$ cat src/rpa_alternator.sv
// redundant pump alternator: package, scan timer and alternator top
//==============================================================================
// package
//==============================================================================
package rpa_pkg;
    localparam int unsigned PRESET_W       = 16;
    localparam int unsigned CLK_PERIOD_NS  = 40;
    localparam int unsigned TICK_NS        = 100_000_000;
    localparam int unsigned TICK_CYCLES_DEF = TICK_NS / CLK_PERIOD_NS;

    localparam logic [PRESET_W-1:0] LIFE_PRESET    = 16'h7530;
    localparam logic [PRESET_W-1:0] START_PULSE_PT = 16'h0014;
    localparam logic [PRESET_W-1:0] OFF_DELAY_PT   = 16'h0032;
    localparam logic [PRESET_W-1:0] LOW_PRESS_PT   = 16'h0064;

    typedef enum logic [1:0] {
        RPA_ALT_START,
        RPA_TIMED_SWITCH,
        RPA_SWITCH_ON_FAIL
    } rpa_variant_t;

    typedef enum logic [1:0] {
        RPA_ON_DELAY,
        RPA_PULSE,
        RPA_OFF_DELAY
    } rpa_timer_kind_t;

    typedef struct packed {
        logic stop_nc;
        logic start;
        logic aux1;
        logic aux2;
        logic low_press;
    } rpa_in_t;

    typedef struct packed {
        logic pump1;
        logic pump2;
        logic hour_timer_power;
        logic hour_timer_reset;
    } rpa_out_t;
endpackage : rpa_pkg

`timescale 1ns/100ps
`default_nettype none

//==============================================================================
// tick-based timer: on_delay_timer, pulse_timer or off_delay_timer
//==============================================================================
module rpa_timer #(
    parameter rpa_pkg::rpa_timer_kind_t KIND = rpa_pkg::RPA_ON_DELAY
) (
    input  wire logic                         clk_i,
    input  wire logic                         nrst_i,
    input  wire logic                         tick_i,
    input  wire logic                         in_i,
    input  wire logic [rpa_pkg::PRESET_W-1:0] preset_i,
    output logic                              q_o
);
    import rpa_pkg::*;

    logic [PRESET_W-1:0] cnt_ff;
    logic                active_ff;
    logic                in_prev_ff;
    logic                start;

    // output follows the current input so later rungs see it in the same scan
    assign start = in_i & ~in_prev_ff & ~active_ff;

    always_comb begin
        case (KIND)
            RPA_ON_DELAY:  q_o = in_i & (cnt_ff >= preset_i);
            RPA_PULSE:     q_o = active_ff | start;
            RPA_OFF_DELAY: q_o = in_i | active_ff;
            default:       q_o = 1'b0;
        endcase
    end

    always_ff @(posedge clk_i or negedge nrst_i) begin
        if (!nrst_i) begin
            in_prev_ff <= 1'b0;
        end else begin
            in_prev_ff <= in_i;
        end
    end

    always_ff @(posedge clk_i or negedge nrst_i) begin
        if (!nrst_i) begin
            cnt_ff    <= '0;
            active_ff <= 1'b0;
        end else begin
            case (KIND)
                RPA_ON_DELAY: begin
                    if (!in_i) begin
                        cnt_ff <= '0;
                    end else if (tick_i && cnt_ff < preset_i) begin
                        cnt_ff <= cnt_ff + 1'b1;
                    end
                end
                RPA_PULSE: begin
                    if (start) begin
                        active_ff <= 1'b1;
                        cnt_ff    <= '0;
                    end else if (active_ff && tick_i) begin
                        if (cnt_ff + 1'b1 >= preset_i) begin
                            active_ff <= 1'b0;
                        end
                        cnt_ff <= cnt_ff + 1'b1;
                    end
                end
                RPA_OFF_DELAY: begin
                    if (in_i) begin
                        active_ff <= 1'b1;
                        cnt_ff    <= '0;
                    end else if (active_ff && tick_i) begin
                        if (cnt_ff + 1'b1 >= preset_i) begin
                            active_ff <= 1'b0;
                        end
                        cnt_ff <= cnt_ff + 1'b1;
                    end
                end
                default: begin
                    cnt_ff    <= '0;
                    active_ff <= 1'b0;
                end
            endcase
        end
    end
endmodule : rpa_timer

//==============================================================================
// alternator top
//==============================================================================
// Behaviour
// [RL1] alternate start pulses when idle and start rises
// [RL2] pulse toggles the selector latch
// [RL3] pump1 runs with stop, start/aux1, selector low
// [RL4] pump2 runs with stop, start/aux2, selector high
// [RL5] each new demand starts the other pump
// [RL6] timed run latch: start sets, stop clears
// [RL7] life pulse from self-clearing 30000-tick on-delay
// [RL8] life pulse toggles timed selector latch
// [RL9] 20-tick start pulse also resets hour timer
// [RL10] hour timer powered by aux, not during reset
// [RL11] pump1 off-delayed 50 ticks in timed variant
// [RL12] pump2 off-delayed 50 ticks in timed variant
// [RL13] failure run latch: start when idle, stop/timeout
// [RL14] start pulse on low-pressure or run rise
// [RL15] 100-tick low-pressure on-delay forms the timeout
// [RL16] failure selector toggles on start pulse rise
// [RL17] failure pump1 with run, pulse/aux1, selector low
// [RL18] failure pump2 with run, pulse/aux2, selector high
// [RL19] low-pressure bit arrives true while pressure low
// [RL20] rungs evaluated in order, outputs last
// [RL21] timer ticks are tenths of a second
// [RL22] rise is true one cycle on false-to-true
// [RL23] state holds; early reads see previous value
module rpa_alternator #(
    parameter int unsigned TICK_CYCLES = rpa_pkg::TICK_CYCLES_DEF
) (
    input  wire logic                  clk_i,
    input  wire logic                  nrst_i,
    input  wire rpa_pkg::rpa_variant_t variant_i,
    input  wire rpa_pkg::rpa_in_t      in_i,
    output rpa_pkg::rpa_out_t          out_o
);
    import rpa_pkg::*;

    function automatic logic rise(input logic now, input logic prev);
        return now & ~prev; // [RL22]
    endfunction : rise

    logic [31:0] div_ff;
    logic        tick;
    logic        start_prev_ff, run_prev_ff, press_prev_ff, sp_prev_ff;
    logic        sel_ff, run_ff, life_ff, tmo_ff;
    rpa_out_t    out_ff;

    logic        alt, timed, fail;
    logic        alt_pulse, run_n, sel_n, life_n, sp_n, tmo_n, tof1_n, tof2_n;
    logic        life_in, sp_in, tmo_in, tof1_in, tof2_in;
    rpa_out_t    out_n;

    //==========================================================================
    // scan time base, one tick per tenth of a second
    //==========================================================================
    assign tick = (div_ff == TICK_CYCLES - 1); // [RL21]

    always_ff @(posedge clk_i or negedge nrst_i) begin
        if (!nrst_i) begin
            div_ff <= '0;
        end else if (tick) begin
            div_ff <= '0;
        end else begin
            div_ff <= div_ff + 32'h1;
        end
    end

    assign alt   = (variant_i == RPA_ALT_START);
    assign timed = (variant_i == RPA_TIMED_SWITCH);
    assign fail  = (variant_i == RPA_SWITCH_ON_FAIL);

    //==========================================================================
    // intermediate rungs, in index order; each clock is one scan
    //==========================================================================
    always_comb begin
        alt_pulse = 1'b0;
        run_n     = run_ff;
        sel_n     = sel_ff;
        case (variant_i)
            RPA_ALT_START: begin
                alt_pulse = ~in_i.aux1 & ~in_i.aux2 & rise(in_i.start, start_prev_ff); // [RL1]
                if (alt_pulse) begin
                    sel_n = ~sel_ff; // [RL2] [RL5]
                end
                run_n = 1'b0;
            end
            RPA_TIMED_SWITCH: begin
                // reset dominant latch: open stop wins over a held start
                if (!in_i.stop_nc) begin
                    run_n = 1'b0; // [RL6]
                end else if (in_i.start) begin
                    run_n = 1'b1; // [RL6]
                end
                if (life_n) begin
                    sel_n = ~sel_ff; // [RL8]
                end
            end
            RPA_SWITCH_ON_FAIL: begin
                // timeout read here is last scan's value, rung is computed later
                if (!in_i.stop_nc || tmo_ff) begin
                    run_n = 1'b0; // [RL13] [RL23]
                end else if (!in_i.aux1 && !in_i.aux2 && in_i.start) begin
                    run_n = 1'b1; // [RL13]
                end
                if (rise(sp_n, sp_prev_ff)) begin
                    sel_n = ~sel_ff; // [RL16]
                end
            end
            default: begin
                run_n = 1'b0;
            end
        endcase
    end

    // life timer input clears itself through its own previous output
    assign life_in = timed & (in_i.aux1 | in_i.aux2) & ~life_ff; // [RL7]
    assign sp_in   = timed ? (rise(run_n, run_prev_ff) | life_n) // [RL9]
                   : fail & (rise(in_i.low_press, press_prev_ff) | rise(run_n, run_prev_ff)); // [RL14] [RL19]
    assign tmo_in  = fail & in_i.low_press & run_n; // [RL15]
    assign tof1_in = timed & run_n & ~sel_n & (sp_n | in_i.aux1); // [RL11]
    assign tof2_in = timed & run_n & sel_n & (sp_n | in_i.aux2); // [RL12]

    rpa_timer #(.KIND(RPA_ON_DELAY)) u_life (
        .clk_i    (clk_i),
        .nrst_i   (nrst_i),
        .tick_i   (tick),
        .in_i     (life_in),
        .preset_i (LIFE_PRESET),
        .q_o      (life_n)
    );

    rpa_timer #(.KIND(RPA_PULSE)) u_start_pulse (
        .clk_i    (clk_i),
        .nrst_i   (nrst_i),
        .tick_i   (tick),
        .in_i     (sp_in),
        .preset_i (START_PULSE_PT),
        .q_o      (sp_n)
    );

    rpa_timer #(.KIND(RPA_ON_DELAY)) u_low_press (
        .clk_i    (clk_i),
        .nrst_i   (nrst_i),
        .tick_i   (tick),
        .in_i     (tmo_in),
        .preset_i (LOW_PRESS_PT),
        .q_o      (tmo_n)
    );

    rpa_timer #(.KIND(RPA_OFF_DELAY)) u_off1 (
        .clk_i    (clk_i),
        .nrst_i   (nrst_i),
        .tick_i   (tick),
        .in_i     (tof1_in),
        .preset_i (OFF_DELAY_PT),
        .q_o      (tof1_n)
    );

    rpa_timer #(.KIND(RPA_OFF_DELAY)) u_off2 (
        .clk_i    (clk_i),
        .nrst_i   (nrst_i),
        .tick_i   (tick),
        .in_i     (tof2_in),
        .preset_i (OFF_DELAY_PT),
        .q_o      (tof2_n)
    );

    //==========================================================================
    // output rungs, evaluated after all intermediate rungs
    //==========================================================================
    always_comb begin
        out_n = '0; // [RL20]
        case (variant_i)
            RPA_ALT_START: begin
                // pump2 is computed later, so pump1 sees its previous value
                out_n.pump1 = in_i.stop_nc & (in_i.start | in_i.aux1) & ~sel_n & ~out_ff.pump2; // [RL3]
                out_n.pump2 = in_i.stop_nc & (in_i.start | in_i.aux2) & sel_n & ~out_n.pump1; // [RL4]
            end
            RPA_TIMED_SWITCH: begin
                out_n.hour_timer_reset = sp_n; // [RL9]
                out_n.hour_timer_power = (in_i.aux1 | in_i.aux2) & ~sp_n; // [RL10]
                out_n.pump1            = tof1_n; // [RL11]
                out_n.pump2            = tof2_n; // [RL12]
            end
            RPA_SWITCH_ON_FAIL: begin
                out_n.pump1 = run_n & (sp_n | in_i.aux1) & ~sel_n & ~out_ff.pump2; // [RL17]
                out_n.pump2 = run_n & (sp_n | in_i.aux2) & sel_n & ~out_n.pump1; // [RL18]
            end
            default: begin
                out_n = '0;
            end
        endcase
    end

    //==========================================================================
    // state held between scans
    //==========================================================================
    always_ff @(posedge clk_i or negedge nrst_i) begin
        if (!nrst_i) begin
            sel_ff <= 1'b0;
            run_ff <= 1'b0;
        end else begin
            sel_ff <= sel_n; // [RL23]
            run_ff <= run_n;
        end
    end

    always_ff @(posedge clk_i or negedge nrst_i) begin
        if (!nrst_i) begin
            life_ff <= 1'b0;
            tmo_ff  <= 1'b0;
        end else begin
            life_ff <= life_n;
            tmo_ff  <= tmo_n;
        end
    end

    always_ff @(posedge clk_i or negedge nrst_i) begin
        if (!nrst_i) begin
            start_prev_ff <= 1'b0;
            run_prev_ff   <= 1'b0;
            press_prev_ff <= 1'b0;
            sp_prev_ff    <= 1'b0;
        end else begin
            start_prev_ff <= in_i.start;
            run_prev_ff   <= run_n;
            press_prev_ff <= in_i.low_press;
            sp_prev_ff    <= sp_n;
        end
    end

    always_ff @(posedge clk_i or negedge nrst_i) begin
        if (!nrst_i) begin
            out_ff <= '0;
        end else begin
            out_ff <= out_n;
        end
    end

    assign out_o = out_ff;

    //==========================================================================
    // assertions
    //==========================================================================
    property p_alt_pulse_cause;
        @(posedge clk_i) disable iff (!nrst_i)
        (alt && alt_pulse) |-> (!in_i.aux1 && !in_i.aux2 && in_i.start && !start_prev_ff);
    endproperty
    a_alt_pulse_cause: assert property (p_alt_pulse_cause) else $error("alt pulse without its cause"); // [RL1]

    property p_alt_toggle;
        @(posedge clk_i) disable iff (!nrst_i)
        (alt && alt_pulse) |=> (sel_ff != $past(sel_ff));
    endproperty
    a_alt_toggle: assert property (p_alt_toggle) else $error("selector did not toggle on pulse"); // [RL2]

    property p_alt_pump1;
        @(posedge clk_i) disable iff (!nrst_i)
        ($past(alt) && out_ff.pump1) |-> ($past(in_i.stop_nc) && $past(in_i.start || in_i.aux1) && !sel_ff);
    endproperty
    a_alt_pump1: assert property (p_alt_pump1) else $error("pump1 driven without permission"); // [RL3]

    property p_alt_pump2;
        @(posedge clk_i) disable iff (!nrst_i)
        ($past(alt) && out_ff.pump2) |-> ($past(in_i.stop_nc) && $past(in_i.start || in_i.aux2) && sel_ff);
    endproperty
    a_alt_pump2: assert property (p_alt_pump2) else $error("pump2 driven without permission"); // [RL4]

    property p_excl;
        @(posedge clk_i) disable iff (!nrst_i)
        !timed |=> !(out_ff.pump1 && out_ff.pump2);
    endproperty
    a_excl: assert property (p_excl) else $error("both pump coils driven"); // [RL17]

    property p_stop_clears_run;
        @(posedge clk_i) disable iff (!nrst_i)
        ((timed || fail) && !in_i.stop_nc) |=> !run_ff;
    endproperty
    a_stop_clears_run: assert property (p_stop_clears_run) else $error("run latch held with stop open"); // [RL6]

    property p_life_one_scan;
        @(posedge clk_i) disable iff (!nrst_i)
        (timed && life_ff) |=> !life_ff;
    endproperty
    a_life_one_scan: assert property (p_life_one_scan) else $error("life pulse longer than one scan"); // [RL7]

    property p_timer_power;
        @(posedge clk_i) disable iff (!nrst_i)
        out_ff.hour_timer_power |-> !out_ff.hour_timer_reset;
    endproperty
    a_timer_power: assert property (p_timer_power) else $error("hour timer powered during reset"); // [RL10]

    property p_timeout_stops;
        @(posedge clk_i) disable iff (!nrst_i)
        (fail && tmo_ff) |=> (!run_ff ##1 !out_ff.pump1 && !out_ff.pump2);
    endproperty
    a_timeout_stops: assert property (p_timeout_stops) else $error("timeout did not stop pumps"); // [RL13]

    property p_fail_sel_hold;
        @(posedge clk_i) disable iff (!nrst_i)
        (fail && sp_prev_ff && sp_n) |=> $stable(sel_ff);
    endproperty
    a_fail_sel_hold: assert property (p_fail_sel_hold) else $error("selector toggled inside pulse"); // [RL16]
endmodule : rpa_alternator

`default_nettype wire

$ cat config.mk
export PLATFORM = sky130hd
export DESIGN_NAME = rpa_alternator
export DESIGN_NICKNAME = d
export VERILOG_FILES = /design/src/rpa_alternator.sv
export SDC_FILE = /design/constraint.sdc
export NUM_CORES = 1
export LEC_CHECK = 0
export BUFFER_PORTS_ARGS = -buffer_cell sky130_fd_sc_hd__buf_2
export CORE_UTILIZATION = 45
export CTS_CLUSTER_SIZE = 10
export DETAILED_ROUTE_END_ITERATION = 12
export GPL_ROUTABILITY_DRIVEN = 0
export PLACE_DENSITY = 0.72
export SETUP_SLACK_MARGIN = 0.05
export SYNTH_ARGS = -nofsm -noshare
export SYNTH_HDL_FRONTEND = slang
export SYNTH_HIERARCHICAL = 1
export SYNTH_SLANG_ARGS = --single-unit
$ cat constraint.sdc
create_clock -name clk_i -period 4 [get_ports clk_i]
set_input_delay 0.4 -clock clk_i [delete_from_list [all_inputs] [get_ports clk_i]]
set_output_delay 0.4 -clock clk_i [all_outputs]
set_load 0.02 [all_outputs]
==> impl_table.tex <==
\begin{tabular}{lr}
\hline
Metric & Value \\
\hline
\multicolumn{2}{l}{\textbf{Pwr}} \\
\quad Standby leakage power & 4.47 nW \\
\quad Power per cell area & 390 mW/mm\^{}2 \\
\quad Worst IR Drop VDD & 0.257 mV \\
\multicolumn{2}{l}{\textbf{Detailed routing}} \\
\quad Final routed wirelength across all metal layers & 19100 um \\
\quad Count of vias placed by the detailed router & 7326 \\
\quad Drt first-iter violations & 380 \\
\quad Total DRC errors in the routed layout & 0 \\
\quad Via/cell ratio & 5.22 \\
\quad Total iterations of the first detailed-routing run & 5 \\
\quad Antenna viol nets, final & 0 \\
\quad Average detailed-routed wire length per instance & 13.6 um \\
\multicolumn{2}{l}{\textbf{Clock tree}} \\
\quad CTS Hold Buffers Added & 0 \\
\quad Clock Latency Late Sink & 0.41 ns \\
\quad Max H-tree Level & 4 \\
\quad Number of buffers inserted during clock tree synthesis & 17 \\
\quad Master cell of the clock root buffer & sky130\_fd\_sc\_hd\_\_clkbuf\_16 \\
\quad Number of buffers on the longest clock path & 2 \\
\quad Clock-pin slew of the registers on the worst-case setup and hold paths & 0.06 ns \\
\quad TritonCTS sink count & 127 \\
\quad CTS tree & yes \\
\multicolumn{2}{l}{\textbf{Cells and area}} \\
\quad Most common cell after layout, fill and taps aside & sky130\_fd\_sc\_hd\_\_dfrtp\_1 \\
\quad Syn-to-layout area delta & 14.7\% \\
\quad Area of all placed cells without fillers & between 0.01 and 0.015 mm\^{}2 \\
\quad Most frequent cells in the layout & sky130\_fd\_sc\_hd\_\_dfrtp\_1, sky130\_fd\_sc\_hd\_\_inv\_1, sky130\_fd\_sc\_hd\_\_ha\_1 \\
\quad Number of inserted filler cells in the final layout & 1825 \\
\quad Final \#Nets & 1226 \\
\quad Share of post-route cells with drive strength above 1 & a little over a tenth \\
\quad Ant. Diodes & 0 \\
\quad Final Util & 53.3\% \\
\multicolumn{2}{l}{\textbf{Synth}} \\
\quad Fraction of the yosys area taken by sequential cells & 34.8\% \\
\quad Seq cells post-synth & 127 \\
\quad Async SR Flop Fraction & 100\% \\
\quad Synthesized area & 0.00914 mm\^{}2 \\
\quad Mean cell area of the mapped netlist & 8.98 um\^{}2 \\
\quad Distinct cells, synth & 73 \\
\quad Most common flop cell mapped by yosys & sky130\_fd\_sc\_hd\_\_dfrtp\_1 \\
\quad Number of instances in the synthesized netlist & 1018 \\
\quad Warnings from Yosys & 6 \\
\quad EDFF count, synth & 0 \\
\multicolumn{2}{l}{\textbf{Worst setup path}} \\
\quad Delay of the slowest critical-path stage & 0.49 ns \\
\quad Sequence of cells on the critical path & ha\_1 -> and4\_2 -> a211oi\_2 -> a21oi\_2 -> a221oi\_2 -> nor2\_1 -> nand2b\_1 -> nand2b\_1 -> nand2b\_1 -> or4b\_2 -> o2111a\_2 -> inv\_1 -> nor3\_2 -> nor2\_1 -> a2111oi\_0 -> o21ai\_0 -> o21ai\_0 \\
\quad Critical Path End Type & flop \\
\quad Master of the slowest instance on the critical path & sky130\_fd\_sc\_hd\_\_a2111oi\_0 \\
\quad Required time of the critical path & 4.33 ns \\
\quad Setup Crit Path Kind & flop to flop \\
\quad Kind of start point of the critical path & flop \\
\quad Worst path bufs/invs & 1 \\
\quad Critical path's most frequent cell & sky130\_fd\_sc\_hd\_\_nand2b\_1 \\
\quad CP Data Arrival Time & between 4 and 5 ns \\
\quad Highest fanout seen on the critical path & 5 \\
\quad Worst path top cell family by delay & compound AO/OA/AOI/OAI gates \\
\multicolumn{2}{l}{\textbf{Timing}} \\
\quad Slew margin rel. & 36.6\% \\
\quad Final setup violation count & 0 \\
\quad Fin. Hold Viols & 0 \\
\quad Final period utilization & 93.8\% \\
\quad Unrepaired setup endpoints after global routing & no \\
\quad Setup skew after layout & 0.00878 ns \\
\quad Minimum clock period & 3.75 ns \\
\quad Setup TNS after final layout & 0 ns \\
\quad Maximum achievable frequency & between 0.2 and 0.3 GHz \\
\quad Slew at the pin closest to its max-slew limit & 0.951 ns \\
\quad Tightest hold margin & 0.0427 ns \\
\quad Max-slew violation count & 0 \\
\multicolumn{2}{l}{\textbf{Job}} \\
\quad Max\_cap viols & 0 \\
\multicolumn{2}{l}{\textbf{Global route}} \\
\quad Global route total overflow & 0 \\
\quad Global-route wire length before repair & 32900 um \\
\quad Antenna violations before repair & 0 \\
\quad GRT Total Usage & between 10\% and 20\% \\
\quad Maximum number of pins on one net before global-route repair & approximately 100 \\
\quad Vias in the first global route & 7239 \\
\multicolumn{2}{l}{\textbf{Floorplan}} \\
\quad Die Ht & 145 um \\
\quad Boundary Pins & 13 \\
\quad Effective utilization at floorplan & 46.5\% \\
\quad Total number of placement rows & 51 \\
\quad Horiz. Die Dim & 145 um \\
\quad Total Die Area & 0.0209 mm\^{}2 \\
\quad Core Region & 0.0197 mm\^{}2 \\
\multicolumn{2}{l}{\textbf{Placement}} \\
\quad Placement-stage cell area & about 0.0099 mm\^{}2 \\
\quad Count of port buffers added during placement & 12 \\
\quad Detailed placement HPWL & approximately 14000 um \\
\multicolumn{2}{l}{\textbf{Run status}} \\
\quad Result of the run & finished clean \\
\multicolumn{2}{l}{\textbf{Min path}} \\
\quad Class of the most critical hold timing path & input port to asynchronous set/reset pin \\
\hline
\end{tabular}
[per-layer routing]
layer / routed length (um) / up-vias / GRT usage, %
met5: 0 / - / 0
met1: 8520 / 3461 / 23.5
li1: - / 3748 / -
met3: 534 / 28 / 3.44
met4: 461 / 0 / 7.53
met2: 9570 / 89 / 35.4
[path summary, 6_finish.rpt]
check / from / endpoint / slack, ns / depth (start not counted)
max: u_life/cnt_ff[13] / u_off1/active_ff / 0.25 / 17
min: nrst_i / u_low_press/cnt_ff[10] / 0.04 / 1
max reg2reg: u_life/cnt_ff[13] / u_off1/active_ff / 0.25 / 17
min reg2reg: div_ff[31] / div_ff[31] / 0.48 / 1
max in group asynchronous: nrst_i / u_start_pulse/cnt_ff[9] / 3.00 / 2
min in group clk_i: in_i[0] / press_prev_ff / 0.12 / 1
[power breakdown]
group | switching, mW | internal (mW) | total [mW]
clock network | 0.540 | 0.922 | 1.46
registers | 0.131 | 1.37 | 1.50
logic | 0.628 | 0.497 | 1.13
[sequential cells by signal, summed over array words and instances (netlist names)]
register and cells:
div_ff 32, life_ff 1, out_o 4, press_prev_ff 1, run_prev_ff 1, sel_ff 1, sp_prev_ff 1, start_prev_ff 1
tmo_ff 1, u_life/cnt_ff 16, u_low_press/cnt_ff 16, u_off1/active_ff 1, u_off1/cnt_ff 16, u_off2/active_ff 1, u_off2/cnt_ff 16, u_start_pulse/active_ff 1
u_start_pulse/cnt_ff 16, u_start_pulse/in_prev_ff 1
[worst register-to-register path, stage by stage, from the launching register on]
cell,delay [ns]
sky130_fd_sc_hd__dfrtp_1,0.41
sky130_fd_sc_hd__ha_1,0.33
sky130_fd_sc_hd__and4_2,0.29
sky130_fd_sc_hd__a211oi_2,0.26
sky130_fd_sc_hd__a21oi_2,0.13
sky130_fd_sc_hd__a221oi_2,0.28
sky130_fd_sc_hd__nor2_1,0.09
sky130_fd_sc_hd__nand2b_1,0.14
sky130_fd_sc_hd__nand2b_1,0.09
sky130_fd_sc_hd__nand2b_1,0.09
sky130_fd_sc_hd__or4b_2,0.11
sky130_fd_sc_hd__o2111a_2,0.23
sky130_fd_sc_hd__inv_1,0.09
sky130_fd_sc_hd__nor3_2,0.23
sky130_fd_sc_hd__nor2_1,0.09
sky130_fd_sc_hd__a2111oi_0,0.49
sky130_fd_sc_hd__o21ai_0,0.15
sky130_fd_sc_hd__o21ai_0,0.17
[synth_stat cells (9+ instances only)]
| cell | count | share of area (%) |
|---|---|---|
| sky130_fd_sc_hd__dfrtp_1 | 127 | 35 |
| sky130_fd_sc_hd__or3_1 | 28 | 1.9 |
| sky130_fd_sc_hd__and3_1 | 10 | 0.68 |
| sky130_fd_sc_hd__ha_1 | 90 | 12 |
| sky130_fd_sc_hd__nor2_1 | 76 | 3.1 |
| sky130_fd_sc_hd__nor4_1 | 11 | 0.75 |
| sky130_fd_sc_hd__nand2b_1 | 12 | 0.82 |
| sky130_fd_sc_hd__xnor2_1 | 60 | 5.8 |
| sky130_fd_sc_hd__o21ai_0 | 31 | 1.7 |
| sky130_fd_sc_hd__nand3_1 | 53 | 2.9 |
| sky130_fd_sc_hd__o21ai_1 | 12 | 0.66 |
| sky130_fd_sc_hd__a21oi_1 | 62 | 3.4 |
| sky130_fd_sc_hd__xor2_1 | 37 | 3.5 |
| sky130_fd_sc_hd__inv_1 | 105 | 4.3 |
| sky130_fd_sc_hd__o31ai_1 | 12 | 0.99 |
| sky130_fd_sc_hd__nand2_1 | 88 | 3.6 |
| sky130_fd_sc_hd__nand4_1 | 36 | 2.5 |
| sky130_fd_sc_hd__nor3_1 | 10 | 0.55 |
| sky130_fd_sc_hd__nand3_2 | 9 | 0.99 |
[per-stage QoR]
step	instances	worst slack (ns)	power [mW]
after floorplan	1096	0.0778	2.38
after global placement	1369	0.317	2.59
after detailed placement	1369	0.128	2.63
after CTS	1400	0.112	4.10
after global routing	1404	0.0561	4.37
final	1404	0.248	4.09
[cell type report]
type | count | area (um^2) | share of cell area (%)
Sequential cell | 127 | 3180 | 30.3
Clock inverter | 8 | 90.1 | 0.859
Clock buffer | 23 | 458 | 4.37
Inverter | 105 | 394 | 3.76
Multi-Input combinational cell | 845 | 5820 | 55.5
Timing Repair Buffer | 31 | 209 | 1.99
Tap cell | 265 | 332 | 3.16
[logic make-up after synthesis]
family	after synthesis	synth area share, %
AO/OA/AOI/OAI	176	12.9
XOR/XNOR	97	9.30
adder cells (fa/ha/maj)	90	12.3
buffers and inverters	124	5.24
flip-flops	127	34.8
multiplexers	9	0.999
other	2	0.0822
AND/OR/NAND/NOR	393	24.4
[what timing repair did]
action | 4_1_cts | 5_1_grt
resized for setup | 0 | 10
endpoints found under the setup margin | 0 | 3
buffers inserted | 0 | 4
hold endpoints to repair | 0 | 0
Note: power is estimated with default switching activity, not from simulation.
